$ cat src/hdl/ioexp_pkg.sv
// Shared constants for the I/O expander port and interrupt core.
package ioexp_pkg;
	// ****************************************
	// Sizes
	// ****************************************
	localparam int PORTS = 3;
	localparam int PINS  = 24;
	// ****************************************
	// Reset values and timing
	// ****************************************
	localparam logic [23:0] DIR_RST    = 24'h000000;
	localparam logic [23:0] OUT_RST    = 24'h000000;
	localparam logic [23:0] POL_RST    = 24'h000000;
	localparam logic [23:0] MASK_RST   = 24'h000000;
	localparam logic [23:0] FLAG_RST   = 24'h000000;
	localparam logic [2:0]  SMART_RST  = 3'h0;
	localparam int          CLK_HZ     = 20000000;
	localparam int          CS_HOLD_NS = 30;
	// More than 30 ns means a strict count: floor plus one.
	localparam int          CS_HOLD_CYC = (CS_HOLD_NS * (CLK_HZ / 1000000)) / 1000 + 1;
	localparam int          SYNC_DEPTH = 3;
	localparam int          FAULT_POR  = 0;
	localparam int          FAULT_SYNC = 1;
	localparam int          FAULT_BITS = 6;
	typedef enum logic [1:0] {
		CS_IDLE,
		CS_ACTIVE,
		CS_HOLDING
	} cs_state_t;
endpackage

$ cat src/hdl/io_expander_port_interrupt_core.sv
// Port direction, input capture and interrupt logic of the SPI I/O expander.
// Behaviour
// - After any reset every pin is an input.
// - Each direction bit selects its own pin's direction.
// - Polarity bit set inverts the reported input value.
// - All registers readable except the write-only software reset.
// - Reset pin low, software reset or power-on reset restore defaults.
// - Every reset loads defaults and restarts the serial state machine; pin and software reset keep the fault bits.
// - Input pins float; output pins drive their output register bit.
// - Edge on an unmasked input sets its flag and asserts interrupt.
// - Outside fail-safe, interrupt stays asserted until all input-pin flags of every port and all fault bits clear.
// - Output pins never set flags nor assert interrupt.
// - Flag survives switch to output; interrupt returns when input again.
// - Output-to-input switch with differing level may raise interrupt.
// - Interrupt output is open-drain, active low.
// - Pin reset clears flags briefly; fail-safe entry clears and disables interrupt.
// - Writing mask bit one clears that pin's pending flag.
// - Smart clearing per port, enabled by a zero bit.
// - Smart, select high at change: return, input read or flag read clear.
// - Smart, select low at change: return or input read clear after hold.
// - Regular mode: return or input read leave the flag; reading flag status clears it.
// - Power-on recovery sets unmaskable fault bit; fault status read clears it.
// - Enabled redundancy mismatch sets sync fault; fault read clears it.
// - Inputs unmasked after reset; mask one keeps flag zero.
`timescale 1ns/1ns
module io_expander_port_interrupt_core (
	// Clock and reset
	input  wire logic        core_clk,
	input  wire logic        sys_rst,
	// Reset sources
	input  wire logic        reset_pin_n,
	input  wire logic        por_event,
	input  wire logic        sw_reset,
	// Serial interface chip select, active low, from the pin
	input  wire logic        cs_n,
	// Register writes from the serial decoder
	input  wire logic        dir_wr,
	input  wire logic [23:0] dir_wdata,
	input  wire logic        out_wr,
	input  wire logic [23:0] out_wdata,
	input  wire logic        pol_wr,
	input  wire logic [23:0] pol_wdata,
	input  wire logic        mask_wr,
	input  wire logic [23:0] mask_wdata,
	input  wire logic        smart_wr,
	input  wire logic [2:0]  smart_wdata,
	// Register read events from the serial decoder
	input  wire logic        input_rd,
	input  wire logic        flag_rd,
	input  wire logic        fault_rd,
	// Fail-safe
	input  wire logic        failsafe_enter,
	input  wire logic        redund_chk_en,
	input  wire logic        redund_mismatch,
	// Port pins
	input  wire logic [23:0] pin_in,
	output logic      [23:0] pin_out,
	output logic      [23:0] pin_oe,
	// Interrupt pin, open drain
	output logic             int_out,
	output logic             int_oe,
	// Register read back
	output logic      [23:0] dir_q,
	output logic      [23:0] out_q,
	output logic      [23:0] pol_q,
	output logic      [23:0] mask_q,
	output logic      [2:0]  smart_q,
	output logic      [23:0] input_q,
	output logic      [23:0] flag_q,
	output logic      [5:0]  fault_q,
	// Serial state machine restart
	output logic             spi_init
);
	// ****************************************
	// Reset combining
	// ****************************************
	logic        rst_pin_lvl;
	logic        rst_all;
	logic        por_seen_r;
	logic        por_seen_nxt;
	logic [23:0] pin_s;
	logic        cs_s;
	logic        cs_held;

	ioexp_sync #(.W(1)) u_rst_sync (
		.core_clk (core_clk),
		.sys_rst  (sys_rst),
		.async_in (~reset_pin_n),
		.sync_out (rst_pin_lvl)
	);

	// Chip select resets high so a pending delayed clear never fires early.
	ioexp_sync #(.W(1)) u_cs_sync (
		.core_clk (core_clk),
		.sys_rst  (sys_rst),
		.async_in (~cs_n),
		.sync_out (cs_s)
	);

	ioexp_sync #(.W(ioexp_pkg::PINS)) u_pin_sync (
		.core_clk (core_clk),
		.sys_rst  (sys_rst),
		.async_in (pin_in),
		.sync_out (pin_s)
	);

	ioexp_cs_hold u_cs_hold (
		.core_clk (core_clk),
		.sys_rst  (sys_rst),
		.cs_n     (~cs_s),
		.cs_held  (cs_held)
	);

	// Pin, power-on and software reset all take the same path.
	assign rst_all = sys_rst | rst_pin_lvl | por_event | sw_reset;

	// ****************************************
	// Configuration registers
	// ****************************************
	logic [23:0] dir_r;
	logic [23:0] dir_nxt;
	logic [23:0] out_r;
	logic [23:0] out_nxt;
	logic [23:0] pol_r;
	logic [23:0] pol_nxt;
	logic [23:0] mask_r;
	logic [23:0] mask_nxt;
	logic [2:0]  smart_r;
	logic [2:0]  smart_nxt;
	logic        fs_r;
	logic        fs_nxt;

	always_comb begin
		dir_nxt   = dir_wr   ? dir_wdata   : dir_r;
		out_nxt   = out_wr   ? out_wdata   : out_r;
		pol_nxt   = pol_wr   ? pol_wdata   : pol_r;
		mask_nxt  = mask_wr  ? mask_wdata  : mask_r;
		smart_nxt = smart_wr ? smart_wdata : smart_r;
		fs_nxt    = fs_r | failsafe_enter;
	end

	always_ff @(posedge core_clk) begin
		if (rst_all) begin
			dir_r   <= ioexp_pkg::DIR_RST;
			out_r   <= ioexp_pkg::OUT_RST;
			pol_r   <= ioexp_pkg::POL_RST;
			mask_r  <= ioexp_pkg::MASK_RST;
			smart_r <= ioexp_pkg::SMART_RST;
			fs_r    <= 1'b0;
		end else begin
			dir_r   <= dir_nxt;
			out_r   <= out_nxt;
			pol_r   <= pol_nxt;
			mask_r  <= mask_nxt;
			smart_r <= smart_nxt;
			fs_r    <= fs_nxt;
		end
	end

	// ****************************************
	// Input capture and flags
	// ****************************************
	logic [23:0] in_r;
	logic [23:0] in_nxt;
	logic [23:0] init_r;
	logic [23:0] init_nxt;
	logic [23:0] flag_r;
	logic [23:0] flag_nxt;
	logic [23:0] late_r;
	logic [23:0] late_nxt;
	logic [23:0] defer_r;
	logic [23:0] defer_nxt;
	logic [5:0]  fault_r;
	logic [5:0]  fault_nxt;

	function automatic logic [23:0] port_expand(input logic [2:0] p);
		logic [23:0] v;
		v = {{8{p[2]}}, {8{p[1]}}, {8{p[0]}}};
		return v;
	endfunction

	// The input register tracks the pin continuously; a change against it is the edge.
	always_comb begin
		logic [23:0] is_in;
		logic [23:0] edge_ev;
		logic [23:0] smart_en;
		logic [23:0] clr_now;
		logic [23:0] back;
		is_in    = ~dir_r;
		smart_en = ~port_expand(smart_r);
		in_nxt   = pin_s;
		// Edges on inputs only; a pin just turned input compares with its stored value.
		// A mask written in this cycle already blocks an edge, so a masked flag never sets.
		edge_ev  = (pin_s ^ in_r) & is_in & ~mask_nxt;
		back     = (pin_s == init_r) ? 24'hFFFFFF : ~(pin_s ^ init_r);
		clr_now  = 24'h000000;
		late_nxt = late_r;
		defer_nxt = defer_r;
		init_nxt = init_r;
		// Smart clears: immediate if select was high at the change, else deferred.
		clr_now  = clr_now | (smart_en & ~late_r & (back | {24{input_rd}}));
		defer_nxt = defer_r | (smart_en & late_r & (back | {24{input_rd}}));
		clr_now  = clr_now | (defer_r & {24{cs_held}});
		if (cs_held) begin
			defer_nxt = 24'h000000;
		end
		if (flag_rd) begin
			clr_now = clr_now | flag_r;
		end
		if (mask_wr) begin
			clr_now = clr_now | mask_wdata;
		end
		if (fs_nxt) begin
			clr_now = 24'hFFFFFF;
		end
		clr_now  = clr_now & flag_r;
		// A new edge wins over a smart or flag-read clear in the same cycle.
		flag_nxt = (flag_r & ~clr_now) | (edge_ev & {24{~fs_nxt}});
		for (int i = 0; i < ioexp_pkg::PINS; i++) begin
			if (edge_ev[i] && !flag_r[i]) begin
				init_nxt[i] = in_r[i];
				late_nxt[i] = cs_s;
			end
		end
		late_nxt  = late_nxt & flag_nxt;
		defer_nxt = defer_nxt & flag_nxt;
		fault_nxt = fault_q_clear(fault_r, fault_rd);
		fault_nxt[ioexp_pkg::FAULT_SYNC] = fault_nxt[ioexp_pkg::FAULT_SYNC] |
			(redund_chk_en & redund_mismatch);
		fault_nxt[ioexp_pkg::FAULT_POR] = fault_nxt[ioexp_pkg::FAULT_POR] | ~por_seen_r;
	end

	function automatic logic [5:0] fault_q_clear(input logic [5:0] f, input logic rd);
		return rd ? 6'h00 : f;
	endfunction

	// Power-on recovery marker: set at the first clock after a power-on reset.
	assign por_seen_nxt = 1'b1;

	always_ff @(posedge core_clk) begin
		if (rst_all) begin
			in_r    <= ioexp_pkg::FLAG_RST;
			init_r  <= ioexp_pkg::FLAG_RST;
			flag_r  <= ioexp_pkg::FLAG_RST;
			late_r  <= ioexp_pkg::FLAG_RST;
			defer_r <= ioexp_pkg::FLAG_RST;
		end else begin
			in_r    <= in_nxt;
			init_r  <= init_nxt;
			flag_r  <= flag_nxt;
			late_r  <= late_nxt;
			defer_r <= defer_nxt;
		end
	end

	// Fault bits survive the pin reset so the power-on fault can re-assert.
	always_ff @(posedge core_clk) begin
		if (sys_rst || por_event) begin
			por_seen_r <= 1'b0;
			fault_r    <= 6'h00;
		end else begin
			por_seen_r <= por_seen_nxt;
			fault_r    <= fault_nxt;
		end
	end

	// ****************************************
	// Pin drive, interrupt and read back
	// ****************************************
	logic [23:0] port_flags;
	logic        irq;

	// Flags of pins now outputs are kept but do not reach the pin.
	assign port_flags = flag_r & ~dir_r;
	assign irq = !fs_r && ((|port_flags) || (|fault_r));

	always_ff @(posedge core_clk) begin
		if (rst_all) begin
			pin_out  <= 24'h000000;
			pin_oe   <= 24'h000000;
			int_out  <= 1'b0;
			int_oe   <= 1'b0;
			dir_q    <= ioexp_pkg::DIR_RST;
			out_q    <= ioexp_pkg::OUT_RST;
			pol_q    <= ioexp_pkg::POL_RST;
			mask_q   <= ioexp_pkg::MASK_RST;
			smart_q  <= ioexp_pkg::SMART_RST;
			input_q  <= 24'h000000;
			flag_q   <= ioexp_pkg::FLAG_RST;
			fault_q  <= 6'h00;
			spi_init <= 1'b1;
		end else begin
			pin_out  <= out_r;
			pin_oe   <= dir_r;
			int_out  <= 1'b0;
			int_oe   <= irq;
			dir_q    <= dir_r;
			out_q    <= out_r;
			pol_q    <= pol_r;
			mask_q   <= mask_r;
			smart_q  <= smart_r;
			input_q  <= in_r ^ pol_r;
			flag_q   <= flag_r;
			fault_q  <= fault_r;
			spi_init <= 1'b0;
		end
	end
endmodule // io_expander_port_interrupt_core

$ cat src/hdl/ioexp_cs_hold.sv
// Chip select watcher: flags when select has stayed high long enough.
`timescale 1ns/1ns
module ioexp_cs_hold (
	// Clock and reset
	input  wire logic core_clk,
	input  wire logic sys_rst,
	// Chip select, already synchronised, active low
	input  wire logic cs_n,
	// High while select has been high for over the hold time
	output logic      cs_held
);
	ioexp_pkg::cs_state_t st_r;
	ioexp_pkg::cs_state_t st_nxt;
	logic [7:0]           cnt_r;
	logic [7:0]           cnt_nxt;

	always_comb begin
		st_nxt  = st_r;
		cnt_nxt = cnt_r;
		case (st_r)
			ioexp_pkg::CS_IDLE: begin
				if (!cs_n) begin
					st_nxt = ioexp_pkg::CS_ACTIVE;
				end
			end
			ioexp_pkg::CS_ACTIVE: begin
				if (cs_n) begin
					st_nxt  = ioexp_pkg::CS_HOLDING;
					cnt_nxt = 8'h01;
				end
			end
			ioexp_pkg::CS_HOLDING: begin
				if (!cs_n) begin
					st_nxt = ioexp_pkg::CS_ACTIVE;
				end else if (cnt_r >= 8'(ioexp_pkg::CS_HOLD_CYC)) begin
					st_nxt = ioexp_pkg::CS_IDLE;
				end else begin
					cnt_nxt = cnt_r + 8'h01;
				end
			end
			default: st_nxt = ioexp_pkg::CS_IDLE;
		endcase
	end

	always_ff @(posedge core_clk) begin
		if (sys_rst) begin
			st_r  <= ioexp_pkg::CS_IDLE;
			cnt_r <= 8'h00;
		end else begin
			st_r  <= st_nxt;
			cnt_r <= cnt_nxt;
		end
	end

	assign cs_held = (st_r == ioexp_pkg::CS_IDLE);
endmodule // ioexp_cs_hold

$ cat src/hdl/ioexp_sync.sv
// Three-stage synchroniser with agreement check for pin inputs.
`timescale 1ns/1ns
module ioexp_sync #(
	parameter int W = 1
) (
	// Clock and reset
	input  wire logic         core_clk,
	input  wire logic         sys_rst,
	// Data
	input  wire logic [W-1:0] async_in,
	output logic      [W-1:0] sync_out
);
	logic [W-1:0] s1_r;
	logic [W-1:0] s2_r;
	logic [W-1:0] s3_r;
	logic [W-1:0] out_r;
	logic [W-1:0] out_nxt;

	// A bit only changes once the second and third stage agree.
	genvar g;
	generate
		for (g = 0; g < W; g++) begin : g_bit
			always_comb begin
				out_nxt[g] = (s2_r[g] == s3_r[g]) ? s3_r[g] : out_r[g];
			end
		end
	endgenerate

	always_ff @(posedge core_clk) begin
		if (sys_rst) begin
			s1_r  <= '0;
			s2_r  <= '0;
			s3_r  <= '0;
			out_r <= '0;
		end else begin
			s1_r  <= async_in;
			s2_r  <= s1_r;
			s3_r  <= s2_r;
			out_r <= out_nxt;
		end
	end

	assign sync_out = out_r;
endmodule // ioexp_sync

$ cat config.mk
export PLATFORM = sky130hd
export DESIGN_NAME = io_expander_port_interrupt_core
export DESIGN_NICKNAME = d
export VERILOG_FILES = /design/src/hdl/ioexp_pkg.sv /design/src/hdl/io_expander_port_interrupt_core.sv /design/src/hdl/ioexp_cs_hold.sv /design/src/hdl/ioexp_sync.sv
export SDC_FILE = /design/constraint.sdc
export NUM_CORES = 1
export LEC_CHECK = 0
export ABC_AREA = 1
export BUFFER_PORTS_ARGS = -buffer_cell sky130_fd_sc_hd__clkbuf_2
export CELL_PAD_IN_SITES_DETAIL_PLACEMENT = 1
export CELL_PAD_IN_SITES_GLOBAL_PLACEMENT = 1
export CORE_MARGIN = 5
export CORE_UTILIZATION = 43
export DETAILED_ROUTE_END_ITERATION = 10
export GPL_ROUTABILITY_DRIVEN = 0
export PLACE_DENSITY = 0.88
export SLEW_MARGIN = 20
export SYNTH_ARGS = -nofsm -noshare
export SYNTH_HDL_FRONTEND = slang
export SYNTH_HIERARCHICAL = 1
export SYNTH_SLANG_ARGS = --single-unit
$ cat constraint.sdc
create_clock -name core_clk -period 3.88 [get_ports core_clk]
set_input_delay 0.776 -clock core_clk [delete_from_list [all_inputs] [get_ports core_clk]]
set_output_delay 0.776 -clock core_clk [all_outputs]
set_load 0.005 [all_outputs]
* Word level (Yosys, flattened, before mapping) *
Cells that the tools add are included.

word-level totals
  bits in registers = 488
  input bits = 140
  output and inout port bits = 204
  word-level logic and storage cells = 258

cells by class
  add/sub/neg operators = 1
  $lt $le $gt $ge = 1
  equal/unequal tests = 34
  mux-type cells = 42
  bitwise gates (word level) = 39
  reduce and logical (&&, ||, !) cells = 58

operators with widths
  kind                 count
  $and 24x24->24       13
  $mux 24              6
  $not 24->24          6
  $or 24x24->24        6
  $xor 24x24->24       3
  $eq 1x1->1           26
  $mux 1               26
  $logic_and 1x1->1    25
  $logic_not 1->1      25
  $eq 24x24->1         1
  $mux 8               3
  $reduce_or 24->1     1
  $pmux 8 s2           1
  $mux 2               5
  $add 8x1->8 const B  1
  $ge 8x1->1 const B   1
  $ne 2x2->1 const B   3
  $or 1x1->1           6
  $pmux 2 s3           1
  $not 1->1            4
  $reduce_and 4->1     1
  $ne 3x2->1 const B   1
  $reduce_and 3->1     1
  $eq 2x1->1 const B   1
  other kinds (7)      8

* Longest topological paths before layout *
  depth in word-level cells = 16
  gate-level depth with buffers = 10
  depth with buffers taken out = 9

* By module *
The synthesis kept the hierarchy.

modules (own cells, without submodules)
  module                           times used  cells an instance  area each (um2)  sequential area each (um2)
  io_expander_port_interrupt_core  1           2087               14735.4          7487.2
  ioexp_sync at u_pin_sync         1           323                3015.4           1921.8
  ioexp_cs_hold                    1           59                 457.9            200.2
  ioexp_sync at u_cs_sync ...      2           13                 121.4            80.1

* Worst setup path before layout *
OpenSTA, ideal clock, no wires.

  path type = input to register
  from = input mask_wr
  to = register late_r[21]
  setup time = 109 ps
  arrival time = 1501 ps
  data required time = 3771 ps
  setup slack = 2270 ps
  stages on the path = 9
  path buffers = 1
  path through = buf_2 > nand2_1 > nand2_1 > nor2_1 > nand3_1 > nand2_1 > nand2_1 > nand2_1 > inv_1

between the ends
  word-level cells in the longest chain between the ends = 7
  elaborated cells on any way between the ends = 13
  classes of those cells = 4 x mux; 8 x bitwise; 1 x reduce/logical

ends and longest elaborated chain
  item                    RTL line                                source
  start: declaration      io_expander_port_interrupt_core.sv:43   input wire logic mask_wr,
  $mux 24                 io_expander_port_interrupt_core.sv:210  if (mask_wr) begin
  $mux 24                 io_expander_port_interrupt_core.sv:213  if (fs_nxt) begin
  $and 24x24->24          io_expander_port_interrupt_core.sv:216  clr_now = clr_now & flag_r;
  $not 24->24             io_expander_port_interrupt_core.sv:218  flag_nxt = (flag_r & ~clr_now) | (edge_ev & {24{~fs_nxt}});
  $and 24x24->24          io_expander_port_interrupt_core.sv:218
  $or 24x24->24           io_expander_port_interrupt_core.sv:218
  $and 24x24->24 (*)      io_expander_port_interrupt_core.sv:225  late_nxt = late_nxt & flag_nxt;
  end signal: assignment  io_expander_port_interrupt_core.sv:245  late_r <= ioexp_pkg::FLAG_RST;
  end signal: assignment  io_expander_port_interrupt_core.sv:251  late_r <= late_nxt;
  end: declaration        io_expander_port_interrupt_core.sv:169  logic [23:0] late_r;

Every way passes the cells marked *; elsewhere a longest branch is shown, timed or not.
A chain may end at the register's enable or synchronous reset.

* Final worst setup path *
  from = register u_rst_sync.out_r (netlist: u_rst_sync/sync_out)
  to = register defer_r[8]

between the ends
  word-level cells in the longest chain between the ends = 3

ends and longest elaborated chain
  item                      RTL line                                source
  start: declaration        ioexp_sync.sv:16                        logic [W-1:0] out_r;
  start signal: assignment  ioexp_sync.sv:39                        out_r <= out_nxt;
  $or 1x1->1 (3 in series)  io_expander_port_interrupt_core.sv:115  assign rst_all = sys_rst | rst_pin_lvl | por_event | sw_reset;
  end signal: assignment    io_expander_port_interrupt_core.sv:246  defer_r <= ioexp_pkg::FLAG_RST;
  end signal: assignment    io_expander_port_interrupt_core.sv:252  defer_r <= defer_nxt;
  end: declaration          io_expander_port_interrupt_core.sv:171  logic [23:0] defer_r;

Every way passes these cells.

==> metrics.csv <==
stage,metric,value,unit
status,status,"finished, final reports clean",
synth,top-count cell post-synth,nand2_1,
drt,Detail Route Antenna Nets,0,
worst_setup_path,r2r endpoint,defer_r[8],
worst_setup_path,crit-path most repeated cell,nor2_1,
clock_tree,Post-CTS Setup Inserts,0,
cells_and_area,ratio of cells with drive above 1 in the final layout,18.5,%
power_and_ir_drop,leakage,10.1,nW
synth,top post-synthesis cells by count,"nand2_1 (674), dfxtp_1 (488), inv_1 (391)",
power_and_ir_drop,total power,10.7,mW
timing,slew margin rel.,28.1,%
placement,post-DP HPWL,43.3,mm
timing,"Slew Viols, Final",0,
floorplan,FP Rows,75,
grt,gr ovfl total,0,
worst_setup_path,Setup crit end,defer_r[8],
timing,post-route setup TNS,0,ps
floorplan,Initial Util,43.7,%
clock_tree,clk_lat worst skew,590,ps
drt,Total Wirelength,58.9,mm
floorplan,die width,217,µm
worst_setup_path,crit path cell chain,nor2_1 > nand2_8 > nor2_2 > nand2_2 > inv_2 > nand2_1 > nor2_1,
grt,largest net degree at the start of global routing,102,
timing,RSZ-0062 raised after global routing,false,
grt,vias in the first global route,17300,
worst_setup_path,Worst Setup Start Kind,flip-flop,
timing,fin crit period,2460,ps
synth,register area share after synthesis,52.9,%
worst_setup_path,flop2flop setup slack,1420,ps
clock_tree,Clock Root Buffer,clkbuf_16,
clock_tree,CTS buffer count,50,
floorplan,io pins,344,
timing,Slew @ Worst Pin,1080,ps
drt,DR vias/cell,4.88,
floorplan,Die Area,0.0472,mm²
cells_and_area,Area Overhead vs Synth,18.8,%
clock_tree,"Hold-fix buffers, CTS",0,
synth,Netlist Area Pre-Place,0.0185,mm²
timing,Final Hold Vio Count,0,
synth,Seq cells post-synth,488,
placement,dpl cells,3252,
worst_setup_path,Worst EP arrival,2970,ps
worst_setup_path,Crit-path slowest cell,inv_2,
placement,Port Buffers,338,
clock_tree,CTS tree,done,
grt,first-pass GRT wire length,91.2,mm
timing,worst setup margin,1420,ps
clock_tree,H-tree lvl count,2,
synth,Yosys cell types,33,
worst_setup_path,Setup CP Type,flip-flop to flip-flop,
drt,via count,16300,
timing,final cycle utilization of the critical path,63.5,%
worst_setup_path,Critical Path Max Stage Delay,560,ps
drt,Pre-antenna DRT Iters,4,
worst_setup_path,CP startpoint,u_rst_sync/sync_out,
synth,"Avg Cell Area, Syn",7.40,µm²
cells_and_area,Final Util,51.9,%
timing,Final setup viols,0,
synth,Post-Syn Instances,2495,
cells_and_area,Final Non-Filler Cells,3343,
worst_setup_path,crit end category,flip-flop,
power_and_ir_drop,PwrDens,488,mW/mm²
clock_tree,clock sink count,488,
drt,average wire per standard cell,17.6,µm
clock_tree,Clock Path Buffers,3,
power_and_ir_drop,VDD IR max,276,µV
synth,Post-synth EDFFs,0,
synth,asr flop ratio synth,0,%
floorplan,Die Height,217,µm
worst_setup_path,Required @ worst endpoint,4390,ps
placement,dpl ws,942,ps
grt,initial antenna violation count,3,
cells_and_area,final net count,2908,
synth,"area leader, netlist",dfxtp_1,
timing,clock skew,21.7,ps
grt,Global Route Usage Sum,24.1,%
synth,Area contributors post-synth,"dfxtp_1 (53%), nand2_1 (14%), inv_1 (8.0%)",
clock_tree,clock slew at reported path FFs,60,ps
min_path,Worst Hold Class,input pin to flip-flop,
worst_setup_path,Worst R2R Path Depth,7,
synth,Yosys top cell area share,52.9,%
floorplan,core footprint,0.0422,mm²
worst_setup_path,worst-path fanout max,74,
synth,ys flop type,dfxtp_1,
synth,synth warn,6,
worst_setup_path,r2r startpoint,u_rst_sync/sync_out,
drt,Residual DRC,0,
job,max cap viols,0,
timing,Peak Freq,406,MHz
drt,1st-iter DRT viols,887,
clock_tree,post-CTS sizing,0,
-- routing by layer --
metal	GRT usage, %	up-vias	part of all wire, %
met2	42.9	464	49
met1	29.0	7772	42
met4	9.25	2	3.5
met3	4.41	128	5.9
li1	-	7954	-
met5	0	-	0.034
-- layout make-up --
class | count | area (µm²)
fillers | 5385 | 20300
flip-flops and latches | 488 | 9770
multi-input cells | 1476 | 6380
repair buffers | 347 | 1770
clock buffers | 76 | 1550
inverters | 402 | 1520
well taps | 539 | 674
clock inverters | 13 | 243
diodes | 2 | 5.00
-- where the power goes --
group,internal (mW),switching [mW],leakage (nW),total [mW]
combinational,0.121,0.258,5.30,0.379
sequential,5.07,0.0365,3.95,5.11
clock,3.21,1.99,0.883,5.20
-- critical path: cells and delay by family (launching register included) --
kind          cells  cell delay, ps
flops             1             330
simple gates      6            1450
buf+inv           1             560
-- worst min path at each step --
stage,from,end,slack (ps),cells past startpoint
4_1_cts,pin_in[14],u_pin_sync/s1_r[14],350,3
6_report,pin_in[14],u_pin_sync/s1_r[14],380,3
3_5_place_dp,u_pin_sync/s1_r[2],u_pin_sync/s2_r[2],400,2
5_1_grt,pin_in[14],u_pin_sync/s1_r[14],370,3
2_1_floorplan,por_seen_r,fault_r[0],390,1
3_3_place_gp,u_rst_sync/s1_r,u_rst_sync/s2_r,390,2
-- metrics by stage --
stage	hold WS (ps)	instance area, µm²
2_1_floorplan	385	18500
3_3_place_gp	389	20100
3_5_place_dp	397	20100
4_1_cts	351	21900
5_1_grt	372	21900
6_report	382	21900
-- sequential cells by signal (all words and copies together) (netlist names), 8 cells and up --
register,cells
u_pin_sync/s1_r,24
pol_q,24
pol_r,24
input_q,24
flag_q,24
u_pin_sync/s3_r,24
u_cs_hold/cnt_r,8
u_pin_sync/s2_r,24
late_r,24
out_q,24
in_r,24
out_r,24
init_r,24
mask_q,24
mask_r,24
u_pin_sync/sync_out,24
flag_r,24
defer_r,24
dir_q,24
dir_r,24
-- cells in the final DEF, fill, tap and decap left out, types with 5 or more instances in the layout --
cell type and instances:
a21oi_1 150, a21oi_2 21, buf_4 9, bufinv_16 7, clkbuf_1 9, clkbuf_16 53
clkbuf_2 337, clkbuf_8 14, clkinv_2 5, conb_1 5, dfxtp_1 488, inv_1 391
inv_2 7, nand2_1 674, nand3_1 133, nand4_1 9, nor2_1 386, nor2_2 23
o21ai_0 7, o21ai_1 13, o21ai_2 24, or2_2 7, xnor2_1 7
-- kinds of logic after synthesis --
logic type	count (synthesis)	share of synthesized area (%)
buffers and inverters	535	12.7
other	1	0.0203
DFF	488	52.9
adders and majority gates	3	0.203
and+or+nand+nor	1241	26.9
xor gates and xnor gates	7	0.332
AOI/OAI and AO/OA	220	6.95
No activity file was read; power rests on OpenSTA's default activity.
